## config.mk

```make
export PLATFORM = sky130hd
export DESIGN_NAME = btv_target_regs
export DESIGN_NICKNAME = d
export VERILOG_FILES = /design/src/shared/btv_pkg.sv /design/src/hw/btv_pin_sync.sv /design/src/hw/btv_target_regs.sv
export SDC_FILE = /design/constraint.sdc
export NUM_CORES = 1
export LEC_CHECK = 0
export ABC_AREA = 1
export BUFFER_PORTS_ARGS = -buffer_cell sky130_fd_sc_hd__buf_2
export CAP_MARGIN = 10
export CELL_PAD_IN_SITES_DETAIL_PLACEMENT = 2
export CELL_PAD_IN_SITES_GLOBAL_PLACEMENT = 2
export CORE_ASPECT_RATIO = 1.1
export CORE_MARGIN = 8
export CORE_UTILIZATION = 32
export DETAILED_ROUTE_END_ITERATION = 6
export PLACE_DENSITY_LB_ADDON = 0.1
export SLEW_MARGIN = 30
export SYNTH_ARGS = -nofsm -noshare
export SYNTH_HDL_FRONTEND = slang
export SYNTH_SLANG_ARGS = --single-unit
```

## constraint.sdc

```tcl
create_clock -name SYS_CLK_I -period 4.75 [get_ports SYS_CLK_I]
set_input_delay 0.475 -clock SYS_CLK_I [delete_from_list [all_inputs] [get_ports SYS_CLK_I]]
set_output_delay 0.475 -clock SYS_CLK_I [all_outputs]
set_load 0.03 [all_outputs]
```

## src/shared/btv_pkg.sv

```systemverilog
// Constants and carrier types for the step-down target voltage register bank.
// Assumes a single 100 MHz clock domain and a byte-wide register access port.
package btv_pkg;

  // Counts of regulators and of alternate scaling registers.
  localparam int BTV_NUM_BUCKS = 4;
  localparam int BTV_NUM_ALT   = 2;
  localparam int BTV_CODE_W    = 8;
  localparam int BTV_VOLT_W    = 16;
  localparam int BTV_OTP_W     = 5;

  // Register byte addresses.
  localparam logic [7:0] BTV_ADDR_BUCK0_TARGET = 8'h16;
  localparam logic [7:0] BTV_ADDR_BUCK1_TARGET = 8'h17;
  localparam logic [7:0] BTV_ADDR_BUCK2_TARGET = 8'h18;
  localparam logic [7:0] BTV_ADDR_BUCK3_TARGET = 8'h19;
  localparam logic [7:0] BTV_ADDR_BUCK0_ALT    = 8'h1B;
  localparam logic [7:0] BTV_ADDR_BUCK1_ALT    = 8'h1C;

  // Reset values of the alternate registers and field layout of the normal target registers.
  localparam logic [7:0] BTV_BUCK0_ALT_RESET = 8'h20;
  localparam logic [7:0] BTV_BUCK1_ALT_RESET = 8'h10;
  localparam logic [1:0] BTV_LOW_BITS_RESET  = 2'h0;
  localparam logic       BTV_TOP_BIT_RESET   = 1'b0;
  localparam logic [7:0] BTV_UNMAPPED_READ   = 8'h00;

  // Code ranges: below the minimum is reserved, above a maximum is refused.
  localparam logic [7:0] BTV_CODE_MIN_VALID = 8'h02;
  localparam logic [7:0] BTV_BUCK0_CODE_MAX = 8'h40;
  localparam logic [7:0] BTV_BUCK1_CODE_MAX = 8'h4C;
  localparam logic [7:0] BTV_WIDE_CODE_MAX  = 8'hFF;

  // Decoded voltage in units of 100 uV: 0.6250 V at the minimum code, 12.5 mV a step.
  localparam logic [15:0] BTV_VOLT_BASE = 16'h186A;
  localparam logic [15:0] BTV_VOLT_STEP = 16'h007D;
  localparam logic [15:0] BTV_VOLT_NONE = 16'h0000;

  // One register access from the serial front end.
  typedef struct packed {
    logic       wr;
    logic       rd;
    logic [7:0] addr;
    logic [7:0] wdata;
  } btv_reg_req_t;

  // Alternate-mode setup of one selector pin.
  typedef struct packed {
    logic alt_mode_enable;
    logic polarity;
  } btv_sel_cfg_t;

endpackage : btv_pkg

```

## src/hw/btv_pin_sync.sv

```systemverilog
// Three-stage synchroniser with agreement filter for one selector pin.
// Assumes the pin is asynchronous to SYS_CLK_I; output is a registered level.
module btv_pin_sync (
  // Clock and reset.
  input  wire logic clk_i,
  input  wire logic resetn_i,
  // Raw pin and filtered level.
  input  wire logic pin_i,
  output logic      level_o
);
  import btv_pkg::*;

  logic [2:0] stage;
  logic [2:0] next_stage;
  logic       next_level;

  // Shift the pin in; the level moves only when stages two and three agree.
  always_comb begin
    next_stage = {stage[1:0], pin_i};
    next_level = level_o;
    if (stage[1] == stage[2]) begin
      next_level = stage[2];
    end
  end

  // Register the chain and the filtered level.
  always_ff @(posedge clk_i) begin
    if (!resetn_i) begin
      stage   <= 3'h0;
      level_o <= 1'b0;
    end else begin
      stage   <= next_stage;
      level_o <= next_level;
    end
  end
endmodule : btv_pin_sync

```

## src/hw/btv_target_regs.sv

```systemverilog
// Target voltage register bank for four step-down regulators with pin-selected alternates.
// Assumes a serial front end delivers decoded byte accesses on REG_REQ_I, and that
// RESETN_I is the global shutdown, with the one-time-programmed fields steady at release.

// What this block does
// - Buck2 and buck3 full-byte targets at 0x18, 0x19.
// - Buck0 normal target register at 0x16.
// - Buck1 normal target register at 0x17.
// - Buck0 alternate target at 0x1B, resets 0x20.
// - Buck1 alternate target at 0x1C, resets 0x10.
// - Selector A switches only in alternate mode.
// - Active selector A picks buck0 alternate target.
// - Selector B switches only in alternate mode.
// - Active selector B picks buck1 alternate target.
// - Inactive selector B picks buck1 normal target.
// - Buck0 writes of 0x41 to 0xFF ignored.
// - Buck1 writes of 0x4D to 0xFF ignored.
// - Buck2/3 decode 0.625 V upward, 12.5 mV steps.
// - Buck0 decodes 0.625 V to 1.400 V.
// - Buck1 decodes 0.625 V to 1.550 V.
// - Shutdown reloads normal targets from programmed bits.
module btv_target_regs (
  // Clock and global shutdown.
  input  wire logic                                              SYS_CLK_I,
  input  wire logic                                              RESETN_I,
  // Register access port.
  input  wire btv_pkg::btv_reg_req_t                             REG_REQ_I,
  output logic [7:0]                                             REG_RDATA_O,
  output logic                                                   REG_RVALID_O,
  // Programmed reset fields.
  input  wire logic [btv_pkg::BTV_NUM_BUCKS-1:0][btv_pkg::BTV_OTP_W-1:0] OTP_MID_I,
  input  wire logic                                              OTP_BUCK3_TOP_I,
  // Selector pins and their setup.
  input  wire btv_pkg::btv_sel_cfg_t [btv_pkg::BTV_NUM_ALT-1:0]  SEL_CFG_I,
  input  wire logic [btv_pkg::BTV_NUM_ALT-1:0]                   SELECTOR_PIN_I,
  // Regulator drive.
  output logic [btv_pkg::BTV_NUM_BUCKS-1:0][btv_pkg::BTV_CODE_W-1:0] TARGET_CODE_O,
  output logic [btv_pkg::BTV_NUM_BUCKS-1:0][btv_pkg::BTV_VOLT_W-1:0] TARGET_VOLT_O,
  output logic [btv_pkg::BTV_NUM_BUCKS-1:0]                      TARGET_DEFINED_O
);
  import btv_pkg::*;

  // True when a code lies in the defined range up to a given ceiling.
  function automatic logic code_defined(input logic [7:0] code, input logic [7:0] max_code);
    code_defined = (code >= BTV_CODE_MIN_VALID) && (code <= max_code);
  endfunction : code_defined

  // Linear decode of a code into 100 uV units, zero when undefined.
  function automatic logic [15:0] decode_volt(input logic [7:0] code, input logic [7:0] max_code);
    logic [31:0] prod;
    prod = 32'(16'(code) - 16'(BTV_CODE_MIN_VALID)) * 32'(BTV_VOLT_STEP);
    if (code_defined(code, max_code)) begin
      decode_volt = BTV_VOLT_BASE + prod[15:0];
    end else begin
      decode_volt = BTV_VOLT_NONE;
    end
  endfunction : decode_volt

  // Highest code each regulator accepts and decodes.
  localparam logic [BTV_NUM_BUCKS-1:0][7:0] MAX_CODE = {BTV_WIDE_CODE_MAX, BTV_WIDE_CODE_MAX,
                                                        BTV_BUCK1_CODE_MAX, BTV_BUCK0_CODE_MAX};
  localparam logic [BTV_NUM_BUCKS-1:0][7:0] TARGET_ADDR = {BTV_ADDR_BUCK3_TARGET, BTV_ADDR_BUCK2_TARGET,
                                                           BTV_ADDR_BUCK1_TARGET, BTV_ADDR_BUCK0_TARGET};
  localparam logic [BTV_NUM_ALT-1:0][7:0] ALT_ADDR  = {BTV_ADDR_BUCK1_ALT, BTV_ADDR_BUCK0_ALT};
  localparam logic [BTV_NUM_ALT-1:0][7:0] ALT_RESET = {BTV_BUCK1_ALT_RESET, BTV_BUCK0_ALT_RESET};

  logic [BTV_NUM_BUCKS-1:0][7:0] buck_target;
  logic [BTV_NUM_BUCKS-1:0][7:0] next_buck_target;
  logic [BTV_NUM_ALT-1:0][7:0]   alt_target;
  logic [BTV_NUM_ALT-1:0][7:0]   next_alt_target;
  logic [BTV_NUM_BUCKS-1:0][7:0] reset_target;
  logic [BTV_NUM_ALT-1:0]        sel_level;
  logic [BTV_NUM_ALT-1:0]        use_alt;
  logic [7:0]                    next_rdata;
  logic                          next_rvalid;
  logic [BTV_NUM_BUCKS-1:0][7:0] next_code;
  logic [BTV_NUM_BUCKS-1:0][15:0] next_volt;
  logic [BTV_NUM_BUCKS-1:0]      next_defined;

  // Selector pins cross into the clock domain before they steer anything.
  genvar g;
  generate
    for (g = 0; g < BTV_NUM_ALT; g++) begin : g_sel
      btv_pin_sync u_sync (
        .clk_i    (SYS_CLK_I),
        .resetn_i (RESETN_I),
        .pin_i    (SELECTOR_PIN_I[g]),
        .level_o  (sel_level[g])
      );
      // Polarity high means the pin is active high; alternate mode gates it all.
      assign use_alt[g] = SEL_CFG_I[g].alt_mode_enable
                          && (sel_level[g] == SEL_CFG_I[g].polarity);
    end
  endgenerate

  // Shutdown values: low bits clear, middle bits programmed, top bit programmed on buck3 only.
  always_comb begin
    for (int i = 0; i < BTV_NUM_BUCKS; i++) begin
      reset_target[i] = {BTV_TOP_BIT_RESET, OTP_MID_I[i], BTV_LOW_BITS_RESET};
    end
    reset_target[BTV_NUM_BUCKS-1][7] = OTP_BUCK3_TOP_I;
  end

  // Register writes; codes above a regulator's ceiling leave the register untouched.
  always_comb begin
    next_buck_target = buck_target;
    next_alt_target  = alt_target;
    if (REG_REQ_I.wr) begin
      for (int i = 0; i < BTV_NUM_BUCKS; i++) begin
        if (REG_REQ_I.addr == TARGET_ADDR[i] && REG_REQ_I.wdata <= MAX_CODE[i]) begin
          next_buck_target[i] = REG_REQ_I.wdata;
        end
      end
      for (int j = 0; j < BTV_NUM_ALT; j++) begin
        if (REG_REQ_I.addr == ALT_ADDR[j] && REG_REQ_I.wdata <= MAX_CODE[j]) begin
          next_alt_target[j] = REG_REQ_I.wdata;
        end
      end
    end
  end

  // Store the register file; shutdown loads programmed and fixed values.
  always_ff @(posedge SYS_CLK_I) begin
    if (!RESETN_I) begin
      buck_target <= reset_target;
      alt_target  <= ALT_RESET;
    end else begin
      buck_target <= next_buck_target;
      alt_target  <= next_alt_target;
    end
  end

  // Read path: unmapped addresses read as zero, so a probe never sees stale data.
  always_comb begin
    next_rdata  = BTV_UNMAPPED_READ;
    next_rvalid = REG_REQ_I.rd;
    for (int i = 0; i < BTV_NUM_BUCKS; i++) begin
      if (REG_REQ_I.addr == TARGET_ADDR[i]) begin
        next_rdata = buck_target[i];
      end
    end
    for (int j = 0; j < BTV_NUM_ALT; j++) begin
      if (REG_REQ_I.addr == ALT_ADDR[j]) begin
        next_rdata = alt_target[j];
      end
    end
    if (!REG_REQ_I.rd) begin
      next_rdata = REG_RDATA_O;
    end
  end

  // Register the read answer.
  always_ff @(posedge SYS_CLK_I) begin
    if (!RESETN_I) begin
      REG_RDATA_O  <= BTV_UNMAPPED_READ;
      REG_RVALID_O <= 1'b0;
    end else begin
      REG_RDATA_O  <= next_rdata;
      REG_RVALID_O <= next_rvalid;
    end
  end

  // Pick each regulator's code and decode it; the regulator sees it one cycle later.
  always_comb begin
    next_code = buck_target;
    for (int j = 0; j < BTV_NUM_ALT; j++) begin
      if (use_alt[j]) begin
        next_code[j] = alt_target[j];
      end else begin
        next_code[j] = buck_target[j];
      end
    end
    for (int i = 0; i < BTV_NUM_BUCKS; i++) begin
      next_volt[i]    = decode_volt(next_code[i], MAX_CODE[i]);
      next_defined[i] = code_defined(next_code[i], MAX_CODE[i]);
    end
  end

  // Drive the regulators from flops so the analog side never sees decode glitches.
  always_ff @(posedge SYS_CLK_I) begin
    if (!RESETN_I) begin
      TARGET_CODE_O    <= '0;
      TARGET_VOLT_O    <= '0;
      TARGET_DEFINED_O <= '0;
    end else begin
      TARGET_CODE_O    <= next_code;
      TARGET_VOLT_O    <= next_volt;
      TARGET_DEFINED_O <= next_defined;
    end
  end

  // Helper: low in shutdown and until the first clock edge after release, high from then on.
  logic past_valid;
  always_ff @(posedge SYS_CLK_I) begin
    if (!RESETN_I) begin
      past_valid <= 1'b0;
    end else begin
      past_valid <= 1'b1;
    end
  end
endmodule : btv_target_regs

```

Word-level counts from Yosys, hierarchy flattened --
Index checks and enable logic that the tools add are counted.
Operators by class: $add $sub $neg 8, $mul 4, $lt $le $gt $ge 11, equality and inequality tests 15, mux-type cells 14, reduce and logical (&&, ||, !) cells 26
Operator list (count):
- 8-bit 2-to-1 mux | 12
- 13-bit by 16-bit adder with 16-bit output, first input constant | 4
- 9-bit by 8-bit multiplier with 16-bit output, second input constant | 4
- 32-bit 2-to-1 mux | 2
- 8-bit by 5-bit equality test with 1-bit output, second input constant | 6
- 8-bit by 2-bit subtractor with 9-bit output, second input constant | 4
- 8-bit by 2-bit >= comparator with 1-bit output, second input constant | 4
- 8-bit by 7-bit <= comparator with 1-bit output, second input constant | 4
- 2-bit AND reduction | 14
- 8-bit <= comparator, second input constant | 3
- 1-bit logical AND | 12
- 2-bit by 1-bit != test with 1-bit output, second input constant | 5
- 1-bit equality test | 4
Storage, ports and cells: register bits 165, bits of input ports 47

Longest topological paths before layout --
Gate-level depths: netlist of run 1.
depth after elaboration 7, gate-level depth with buffers 31

By module --
A second synthesis of run 1 with hierarchy kept.
Second synthesis, totals: cells, all modules 1696, area total of the unflattened synthesis 13350.3 um2
By module, submodules not included:
- btv_target_regs | times used 1, cells each 1670, area each 13117.6 um2, seq. area each 3353.2 um2
- btv_pin_sync | times used 2, cells each 13, area each 116.4 um2, seq. area each 80.1 um2

Worst setup path before layout of run 1 --
No wires, ideal clock.
path kind input port to flip-flop, start input SEL_CFG_I[1] (netlist name), end register TARGET_VOLT_O[11] (netlist name), library setup time 0.112 ns, arrival 4.840 ns, required time 4.638 ns, setup slack -0.202 ns, cell stages on the path 22, buffers on the path 1, cells stage by stage buf_2 > nand3_4 > nand2_1 > nand2_1 > ha_1 > inv_1 > nor2_4 > nor2_1 > inv_1 > ha_1 > fa_1 > fa_1 > inv_1 > fa_1 > inv_1 > ha_1 > a21oi_1 > a21boi_0 > o21ai_0 > xor2_1 > inv_1 > nor2_4
On the way: cells in the longest elaborated chain, start to end 5, elaborated cells between the ends (all ways) 9, classes of those cells 2 x add/sub; 1 x mul; 2 x order compare; 1 x mux; 3 x reduce/logical
RTL lines:
- start, declared | line btv_target_regs.sv:34 | input wire btv_pkg::btv_sel_cfg_t [btv_pkg::BTV_NUM_ALT-1:0] SEL_CFG_I,
- 1-bit logical AND * | line btv_target_regs.sv:92 | && (sel_level[g] == SEL_CFG_I[g].polarity);
- 8-bit 2-to-1 mux * | line btv_target_regs.sv:167 | if (use_alt[j]) begin
- 8-bit by 2-bit subtractor with 9-bit output, or another cell as far along | line btv_target_regs.sv:51 | prod = 32'(16'(code) - 16'(BTV_CODE_MIN_VALID)) * 32'(BTV_VOLT_STEP);
- 9-bit by 8-bit multiplier with 16-bit output or 1-bit logical AND (tied branches) | line btv_target_regs.sv:51, btv_target_regs.sv:45
- 13-bit by 16-bit adder with 16-bit output or 2-bit AND reduction (tied branches)
- end signal, assigned | line btv_target_regs.sv:187 | TARGET_VOLT_O <= next_volt;
- end, declared | line btv_target_regs.sv:38 | output logic [btv_pkg::BTV_NUM_BUCKS-1:0][btv_pkg::BTV_VOLT_W-1:0] TARGET_VOLT_O,
Every way passes the cells marked *; elsewhere a longest branch is shown, timed or not. A chain may end at the register's enable or synchronous reset.

Final worst setup path of run 1 --
start register g_sel[0].u_sync.level_o, end register TARGET_VOLT_O[8] (netlist name)
On the way: cells in the longest elaborated chain, start to end 6, elaborated cells between the ends (all ways) 10, classes of those cells 2 x add/sub; 1 x mul; 2 x order compare; 1 x eq/ne; 1 x mux; 3 x reduce/logical
RTL lines:
- start, declared | line btv_pin_sync.sv:9 | output logic level_o
- start signal, assigned | line btv_pin_sync.sv:33 | level_o <= next_level;
- 1-bit equality test * | line btv_target_regs.sv:92
- 1-bit logical AND * | line btv_target_regs.sv:92
- 8-bit 2-to-1 mux * | line btv_target_regs.sv:167
- 8-bit by 2-bit subtractor with 9-bit output, or another cell as far along | line btv_target_regs.sv:51
- 9-bit by 8-bit multiplier with 16-bit output or 1-bit logical AND (tied branches) | line btv_target_regs.sv:51, btv_target_regs.sv:45
- 13-bit by 16-bit adder with 16-bit output or 2-bit AND reduction (tied branches)
Marks and branches as above.

==> results of run 1 <==
## metrics by stage
stage	TNS, ns	std cells	area [um^2]	power (W)
after floorplan	0	1685	13600	0.00734
after global placement	-2.58	2586	16400	0.0101
after detailed placement	-6.92	2586	16400	0.0105
after CTS	0	2620	17300	0.0126
after global routing	-2.64	2658	18700	0.0158
final	0	2659	18700	0.0144
## logic make-up (layout without fill, tap and decap cells)
family                   count (synthesis)  after routing  synth area share
flip-flops                             165            165             0.260
XOR/XNOR                                53             53            0.0343
multiplexers                             1              1          0.000740
other                                    0              2                 0
AND/OR/NAND/NOR                        607            607             0.208
AO/OA/AOI/OAI                          219            219            0.0908
adder cells (fa/ha/maj)                255            255             0.294
buffers and inverters                  385            790             0.112
## cell type report
| class | instances | area, um^2 |
|---|---|---|
| antenna | 2 | 5.00 |
| clock buffer | 20 | 457 |
| clock inverter | 12 | 119 |
| fill | 4658 | 23300 |
| inverter | 360 | 1370 |
| multi-input combinational | 1135 | 9870 |
| sequential | 165 | 3520 |
| tap | 567 | 709 |
| timing repair buffer | 398 | 2660 |
## worst max-delay path: cells and delay by family, from the launching register on
kind	cells	cell delay, ns
adder cells (fa/ha/maj)	4	1.84
AO/OA/AOI/OAI	2	0.22
AND/OR/NAND/NOR	13	1.05
buffers and inverters	10	0.93
XOR/XNOR	1	0.17
flip-flops	1	0.37
## worst max-delay path by stage
stage	from	to	slack, ns	depth (start not counted)
finish	g_sel[0].u_sync.level_o	TARGET_VOLT_O[8]	0.08	30
global route	g_sel[0].u_sync.level_o	TARGET_VOLT_O[8]	-0.20	30
detailed placement	SEL_CFG_I[2]	TARGET_VOLT_O[28]	-0.48	28
CTS	g_sel[0].u_sync.level_o	TARGET_VOLT_O[11]	0.007	29
floorplan	SEL_CFG_I[1]	TARGET_VOLT_O[12]	0.02	29
global placement	SEL_CFG_I[0]	TARGET_VOLT_O[13]	-0.26	32
## power by group through the flow
| stage | combinational, W | sequential, W | clock, W |
|---|---|---|---|
| floorplan | 0.00529 | 0.00204 | 0 |
| global placement | 0.00838 | 0.00171 | 0 |
| detailed placement | 0.00879 | 0.00172 | 0 |
| CTS | 0.00939 | 0.00169 | 0.00148 |
| global route | 0.0125 | 0.00170 | 0.00153 |
| finish | 0.0113 | 0.00168 | 0.00143 |
## flip-flops by register name, indices dropped and copies added, names as in the netlist
register	flops
REG_RDATA_O	8
REG_RVALID_O	1
TARGET_CODE_O	32
TARGET_DEFINED_O	4
TARGET_VOLT_O	64
alt_target	16
buck_target	32
g_sel.u_sync.level_o	2
g_sel.u_sync.stage	6
## timing repair
item,in CTS,in global routing
endpoints found under the setup margin,28,31
gates resized for setup,68,249
pin swaps,14,143
buffers inserted,2,37
hold endpoints to repair,0,0
## placed cells by master, fill, tap and decap left out, types with 21 or more instances in the layout
master and count:
o21ai_0 73, fa_1 102, nand2_4 30, nand2_1 250
nand2_2 78, nor2_4 22, nor2_1 84, ha_4 37
xor2_1 27, edfxtp_1 21, buf_4 230, nor2_2 23
inv_2 45, dfxtp_1 142, nand3_1 63, buf_2 155
inv_1 308, a21oi_1 68, ha_1 112
## routing by layer
| metal | up-vias | GRT usage | part of all wire |
|---|---|---|---|
| met5 | - | 0 | 0.00046 |
| met4 | 4 | 0.0648 | 0.025 |
| met3 | 74 | 0.0305 | 0.036 |
| met2 | 195 | 0.350 | 0.55 |
| met1 | 6265 | 0.220 | 0.39 |
| li1 | 6020 | - | - |
==> results.toml, run 1 <==
[yosys]
synth.most_common_cell = "inv_1"
synth_edf_count = 21
synth_nets = 1987
synthArstFlopShare = 0
synth_area_leader_cell = "dfxtp_1"
synth_area_um2 = 13500
synth_flop_cell = "dfxtp_1"
syn_avg_cell_area_um2 = 8.02
synth_area_leaders = "dfxtp_1, fa_1, ha_1, inv_1, nand2_1"
synth_top_area_share = 0.213
ys_seq_area_frac = 0.260
yosys_warnings = 0
yosys_register_bits = 165
synth_common_cells = "inv_1, nand2_1, ha_1, dfxtp_1, fa_1"
yosys.cell_types.count = 52
synthCells = 1685

[clock_network]
cts_max_path_buffers = 2
postCtsHoldBufs = 0
numCtsBuffers = 17
cts_tree = "built"
insertion_delay_ns = 0.47
htree_levels = 4
cts_sinks = 165
cts-root-buf = "clkbuf_16"
clk_pin_slew_worst_paths_ns = 0.08

[pwr]
ir_drop_mv = 0.602
power_frac_clock = 0.099
switching_share = 0.481
intPower_w = 0.00749
pwr-share-seq = 0.116
switchingPower_w = 0.00695
p_comb_frac = 0.784
p_leak_nw = 9.57
cellPowerDensity_nw_per_um2 = 772

[timing]
finalSetupViolCount = 0
max_freq_mhz = 214
relSlewSlack = 0.428
rsz0062_at_grt = "yes"
skew_ns = 0.00918
fin_ws_ns = 0.0754
hold_violations = 0
period_share = 0.984
worstMarginPinSlew_ns = 0.857
whs_ns = 0.197
final-max-slew-violation-count = 0
min_period_ns = 4.67

[worst_hold_path]
hold_path_class = "input port to register"
worstHoldPathCells = 3
min_from = "SELECTOR_PIN_I[1]"
min_to = "g_sel[1].u_sync.stage[0]"

[floorplanning]
fp-row-count = 79
start_util = 0.322
ioPinCount = 156
fp.dieW_um = 212
fp.coreArea_um2 = 42000
die-area_um2 = 49100
die-height_um = 232

[place]
port_buffers = 155
pre_cts_slack_ns = -0.478
hpwl_um = 37900
globalplace.congestion = 0.855

[setup_path]
reg2reg_to = "TARGET_VOLT_O[8]"
path_class = "register to register"
rr_startpoint = "g_sel[0].u_sync.level_o"
r2r_cells = 30
endpoint_kind = "register"
critPathMaxStageDelay_ns = 0.53
crit_path_top_delay_cell = "fa_1"
cpMostUsedCell = "nand2_2"
start_kind = "register"
crit_required_ns = 5.15
critical_path.max_fanout = 5
rrSetupSlack_ns = 0.08
worst_ep_arrival_time_ns = 5.08

[routing]
drc_errors = 0
vias = 12600
drt_wl_total_um = 50300
wl_per_cell_um = 18.9
drt_iter0_drc = 345
post_drt_via_cell_ratio = 4.72
ant_nets = 0
dr.pass1.iters = 4

[grt]
grt_pass1_vias = 14100
grt_overflow = 0
grt_pass1_wl_um = 73300
antenna_found_initial = 4
grt_max_degree = 63
track_usage = 0.190

[cells_and_area]
layout-drive-gt1-share = 0.370
nets = 2379
final_util = 0.445
area_delta_synth_final_pct = 38.4

[job]
drv_cap = 0

[outcome]
status = "completed"
Power figures use the tool's default switching activity.
==> run 2: changes to the inputs <==
Settings changed: CORE_UTILIZATION 32 to 38.
Clock period 4.75 ns to 5.38 ns, I/O delays scaled along.
==> results.toml, run 2 (synthesis results as in run 1) <==
[pwr]
switching_share = 0.523
pwr-share-seq = 0.154
power_frac_clock = 0.124
p_leak_nw = 8.38
cellPowerDensity_nw_per_um2 = 621
ir_drop_mv = 0.446
p_total_w = 0.00972
switchingPower_w = 0.00508
intPower_w = 0.00464
p_comb_frac = 0.723

[job]
drv_cap = 0

[cells_and_area]
final_common_cell = "inv_1"
num-fill-cells = 4081
nets = 2173
area_delta_synth_final_pct = 15.6
final-instance-count-excl-fill = 2333
largest_reg_flops = 64
final_cell_mix = "inv_1, nand2_1, buf_2"
top_regs = "TARGET_VOLT_O: 64 flops, TARGET_CODE_O: 32 flops, buck_target: 32 flops"
layout-drive-gt1-share = 0.194
top_register = "TARGET_VOLT_O"
finish.instance_area_um2 = 15600

[setup_path]
worst_ep_arrival_time_ns = 5.46
rrSetupSlack_ns = 0.31
endpoint_kind = "register"
path_buf_inv = 5
crit_path_top_delay_cell = "fa_1"
critical_path.top_delay_family = "adder cells"
start_kind = "register"
critPathMaxStageDelay_ns = 0.58
crit_required_ns = 5.77
path_class = "register to register"
cpMostUsedCell = "nand2_1"
critical_path.max_fanout = 10

[floorplanning]
fp.coreArea_um2 = 35100
die-area_um2 = 41900
fp-row-count = 72
start_util = 0.385
ioPinCount = 156
die-height_um = 214
fp.dieW_um = 196

[routing]
drc_errors = 0
dr.pass1.iters = 4
drt_wl_total_um = 44000
drt_iter0_drc = 340
ant_nets = 0
wl_per_cell_um = 18.9
post_drt_via_cell_ratio = 4.97
vias = 11600

[grt]
antenna_found_initial = 7
grt_pass1_wl_um = 71200
grt_max_degree = 63
grt_overflow = 0
grt_pass1_vias = 13400
track_usage = 0.216

[clock_network]
numCtsBuffers = 17
htree_levels = 4
cts_sinks = 165
insertion_delay_ns = 0.46
cts_max_path_buffers = 2
clk_pin_slew_worst_paths_ns = 0.08
cts-root-buf = "clkbuf_16"
cts_tree = "built"

[place]
placed_area_um2 = 15000
hpwl_um = 36800
port_buffers = 155
globalplace.congestion = 0.867
post-place-cells = 2296

[timing]
final-max-slew-violation-count = 0
period_share = 0.942
min_period_ns = 5.07
max_freq_mhz = 197
hold_violations = 0
tns_ns = 0
skew_ns = 0.0122
whs_ns = 0.265
finalSetupViolCount = 0
worstMarginPinSlew_ns = 0.806
relSlewSlack = 0.463

[worst_hold_path]
hold_path_class = "input port to register"

[outcome]
status = "completed"
==> run 2: cell count changes in the layout (fill, tap and decap cells not counted), sizes merged <==
cell and change:
clkinv -3, buf -206, clkinvlp +1, diode +3, bufinv -1, inv +4
clkbuf -1
==> run 2: layout make-up <==
class	instances	area (um^2)	share of cell area
clock inverter	13	110	0.00704
antenna	5	12.5	0.000800
multi-input combinational	1135	8600	0.550
inverter	360	1360	0.0869
timing repair buffer	192	1050	0.0674
clock buffer	19	433	0.0277
tap	444	556	0.0355
sequential	165	3520	0.225
==> run 2: path summary, 6_finish.rpt <==
path	from	end	cells after the start
worst max-delay path	g_sel[1].u_sync.level_o	TARGET_VOLT_O[30]	25
worst min-delay path	SELECTOR_PIN_I[1]	g_sel[1].u_sync.stage[0]	3
worst max register to register	g_sel[1].u_sync.level_o	TARGET_VOLT_O[30]	25
worst min register to register	g_sel[1].u_sync.stage[0]	g_sel[1].u_sync.stage[1]	2
==> run 2: power groups by stage <==
stage | combinational [W] | clock, W | sequential (W)
after global placement | 0.00633 | 0 | 0.00152
after global routing | 0.00801 | 0.00127 | 0.00151
after detailed placement | 0.00676 | 0 | 0.00152
final | 0.00702 | 0.00120 | 0.00149
after floorplan | 0.00463 | 0 | 0.00181
after CTS | 0.00687 | 0.00123 | 0.00150
==> run 2: per-layer routing <==
metal	up-vias	wire length, um	part of all wire	global-route usage
li1	5623	-	-	-
met1	5748	18000	0.41	0.240
met2	175	23400	0.53	0.411
met3	56	1560	0.036	0.0383
met4	4	990	0.022	0.0714
met5	-	27	0.00061	0
==> run 2: what timing repair did <==
item | 4_1_cts | 5_1_grt
resized for setup | 1 | 39
hold buffers | 0 | 0
endpoints found under the setup margin | 1 | 18
hold endpoints to repair | 0 | 0
pin swaps | 0 | 2
buffers inserted | 0 | 0
==> run 2: per-stage QoR <==
step                worst slack (ns)   util
global placement              0.0126  0.426
CTS                           0.0748  0.442
finish                         0.311  0.445
global route                 -0.0648  0.445
detailed placement            -0.247  0.426
floorplan                      0.365      -
==> run 2: worst register-to-register path: cells and delay by family (launching register included) <==
family                   cells  cell delay [ns]
buffers and inverters        5             0.45
flip-flops                   1             0.38
AND/OR/NAND/NOR             13             1.63
adder cells (fa/ha/maj)      5             2.23
XOR/XNOR                     2             0.32
==> run 3: changes to the inputs <==
Settings changed: GPL_TIMING_DRIVEN set to 0.
==> results.toml, run 3 (synthesis results as in run 1) <==
[pwr]
p_leak_nw = 8.34
cellPowerDensity_nw_per_um2 = 605
ir_drop_mv = 0.382

[grt]
grt_pass1_wl_um = 71200
grt_pass1_vias = 13300
grt_max_degree = 17
track_usage = 0.217
antenna_found_initial = 8
grt_overflow = 0

[setup_path]
critPathMaxStageDelay_ns = 0.54
worst_ep_arrival_time_ns = 5.54
crit_path_top_delay_cell = "fa_1"
start_kind = "register"
critPathLaunch = "buck_target[18]"
endpoint_kind = "register"
crit_path_cell_trace = "inv_2 -> ha_2 -> nand3_1 -> or2_2 -> nand2_2 -> inv_1 -> fa_1 -> inv_1 -> fa_1 -> fa_1 -> inv_1 -> fa_1 -> inv_1 -> ha_1 -> a21oi_1 -> o21ai_1 -> nand2_1 -> nand4_1 -> or2_2 -> a21oi_1"
rr_startpoint = "buck_target[18]"
critical_path.max_fanout = 5
crit_required_ns = 5.78
rrSetupSlack_ns = 0.24
path_class = "register to register"

[cells_and_area]
top_regs = "TARGET_VOLT_O: 64 flops, TARGET_CODE_O: 32 flops, buck_target: 32 flops"
final_common_cell = "inv_1"
layout-drive-gt1-share = 0.188
largest_reg_flops = 64
final_util = 0.446
area_delta_synth_final_pct = 16.0
final_cell_mix = "inv_1, nand2_1, buf_2"
nets = 2166
top_register = "TARGET_VOLT_O"

[timing]
period_share = 0.956
skew_ns = 0.0202
relSlewSlack = 0.469
finalSetupViolCount = 0
min_period_ns = 5.14
hold_violations = 0
whs_ns = 0.260
worstMarginPinSlew_ns = 0.797
max_freq_mhz = 194
final-max-slew-violation-count = 0
tns_ns = 0

[routing]
vias = 11600
wl_per_cell_um = 19.1
post_drt_via_cell_ratio = 5.00
drt_iter0_drc = 336
dr.pass1.iters = 4
drt_wl_total_um = 44500
drc_errors = 0
ant_nets = 0

[floorplanning]
fp.coreArea_um2 = 35100
start_util = 0.385
fp-row-count = 72
die-area_um2 = 41900
fp.dieW_um = 196
ioPinCount = 156
die-height_um = 214

[place]
globalplace.congestion = 0.857
port_buffers = 153
hpwl_um = 36400

[clock_network]
cts_tree = "built"
postCtsHoldBufs = 0
cts-root-buf = "clkbuf_16"
insertion_delay_ns = 0.48
clk_pin_slew_worst_paths_ns = 0.07
cts_sinks = 165
numCtsBuffers = 17
cts_max_path_buffers = 2
htree_levels = 4

[outcome]
status = "completed"

[worst_hold_path]
min_from = "SELECTOR_PIN_I[1]"
hold_path_class = "input port to register"

[job]
drv_cap = 0
-- run 3: path summary, 6_finish.rpt --
path                                                 end  depth (start not counted)
worst max-delay path                   TARGET_VOLT_O[47]                         20
worst min-delay path            g_sel[1].u_sync.stage[0]                          3
worst max register to register         TARGET_VOLT_O[47]                         20
worst min register to register  g_sel[1].u_sync.stage[1]                          2
-- run 3: per-layer routing --
metal  vias to the layer above  GRT usage  part of all wire
li1                       5606          -                 -
met1                      5791      0.239              0.40
met2                       166      0.408              0.53
met3                        66     0.0461             0.039
met4                         6     0.0737             0.026
met5                         -          0           0.00083
-- run 3: final cells by class --
class / instances / area [um^2]
buffer: 25 / 149
tap: 444 / 556
clock buffer: 19 / 453
fill: 4053 / 19500
antenna: 5 / 12.5
sequential: 165 / 3520
multi-input combinational: 1135 / 8680
clock inverter: 13 / 136
timing repair buffer: 160 / 818
inverter: 360 / 1360
-- run 3: repair_timing --
item                                    4_1_cts  5_1_grt
resized for setup                            14       42
endpoints found under the setup margin       16       25
pin swaps                                     1        3
buffers inserted                              0        7
-- run 3: report_power, final --
group	total [W]	switching, W	internal (W)	leakage [nW]
logic	0.00669	0.00424	0.00245	6.67
clock network	0.00129	0.000610	0.000678	0.290
registers	0.00150	0.0000603	0.00144	1.39
-- run 3: critical path, delay by kind of cell, from the launching register on --
kind | cells | cell delay [ns]
fa+ha+maj | 6 | 2.70
simple gates | 6 | 1.03
flops | 1 | 0.45
buf+inv | 5 | 0.45
compound gates | 3 | 0.43
-- run 3: through the flow --
stage,power [W],std cells,worst slack [ns],area [um^2]
after detailed placement,0.00799,2282,-0.402,14800
after CTS,0.00944,2314,0.00176,15500
after global routing,0.0106,2322,-0.0215,15700
after floorplan,0.00643,1685,0.365,13500
after global placement,0.00772,2282,-0.228,14800
final,0.00948,2326,0.239,15700
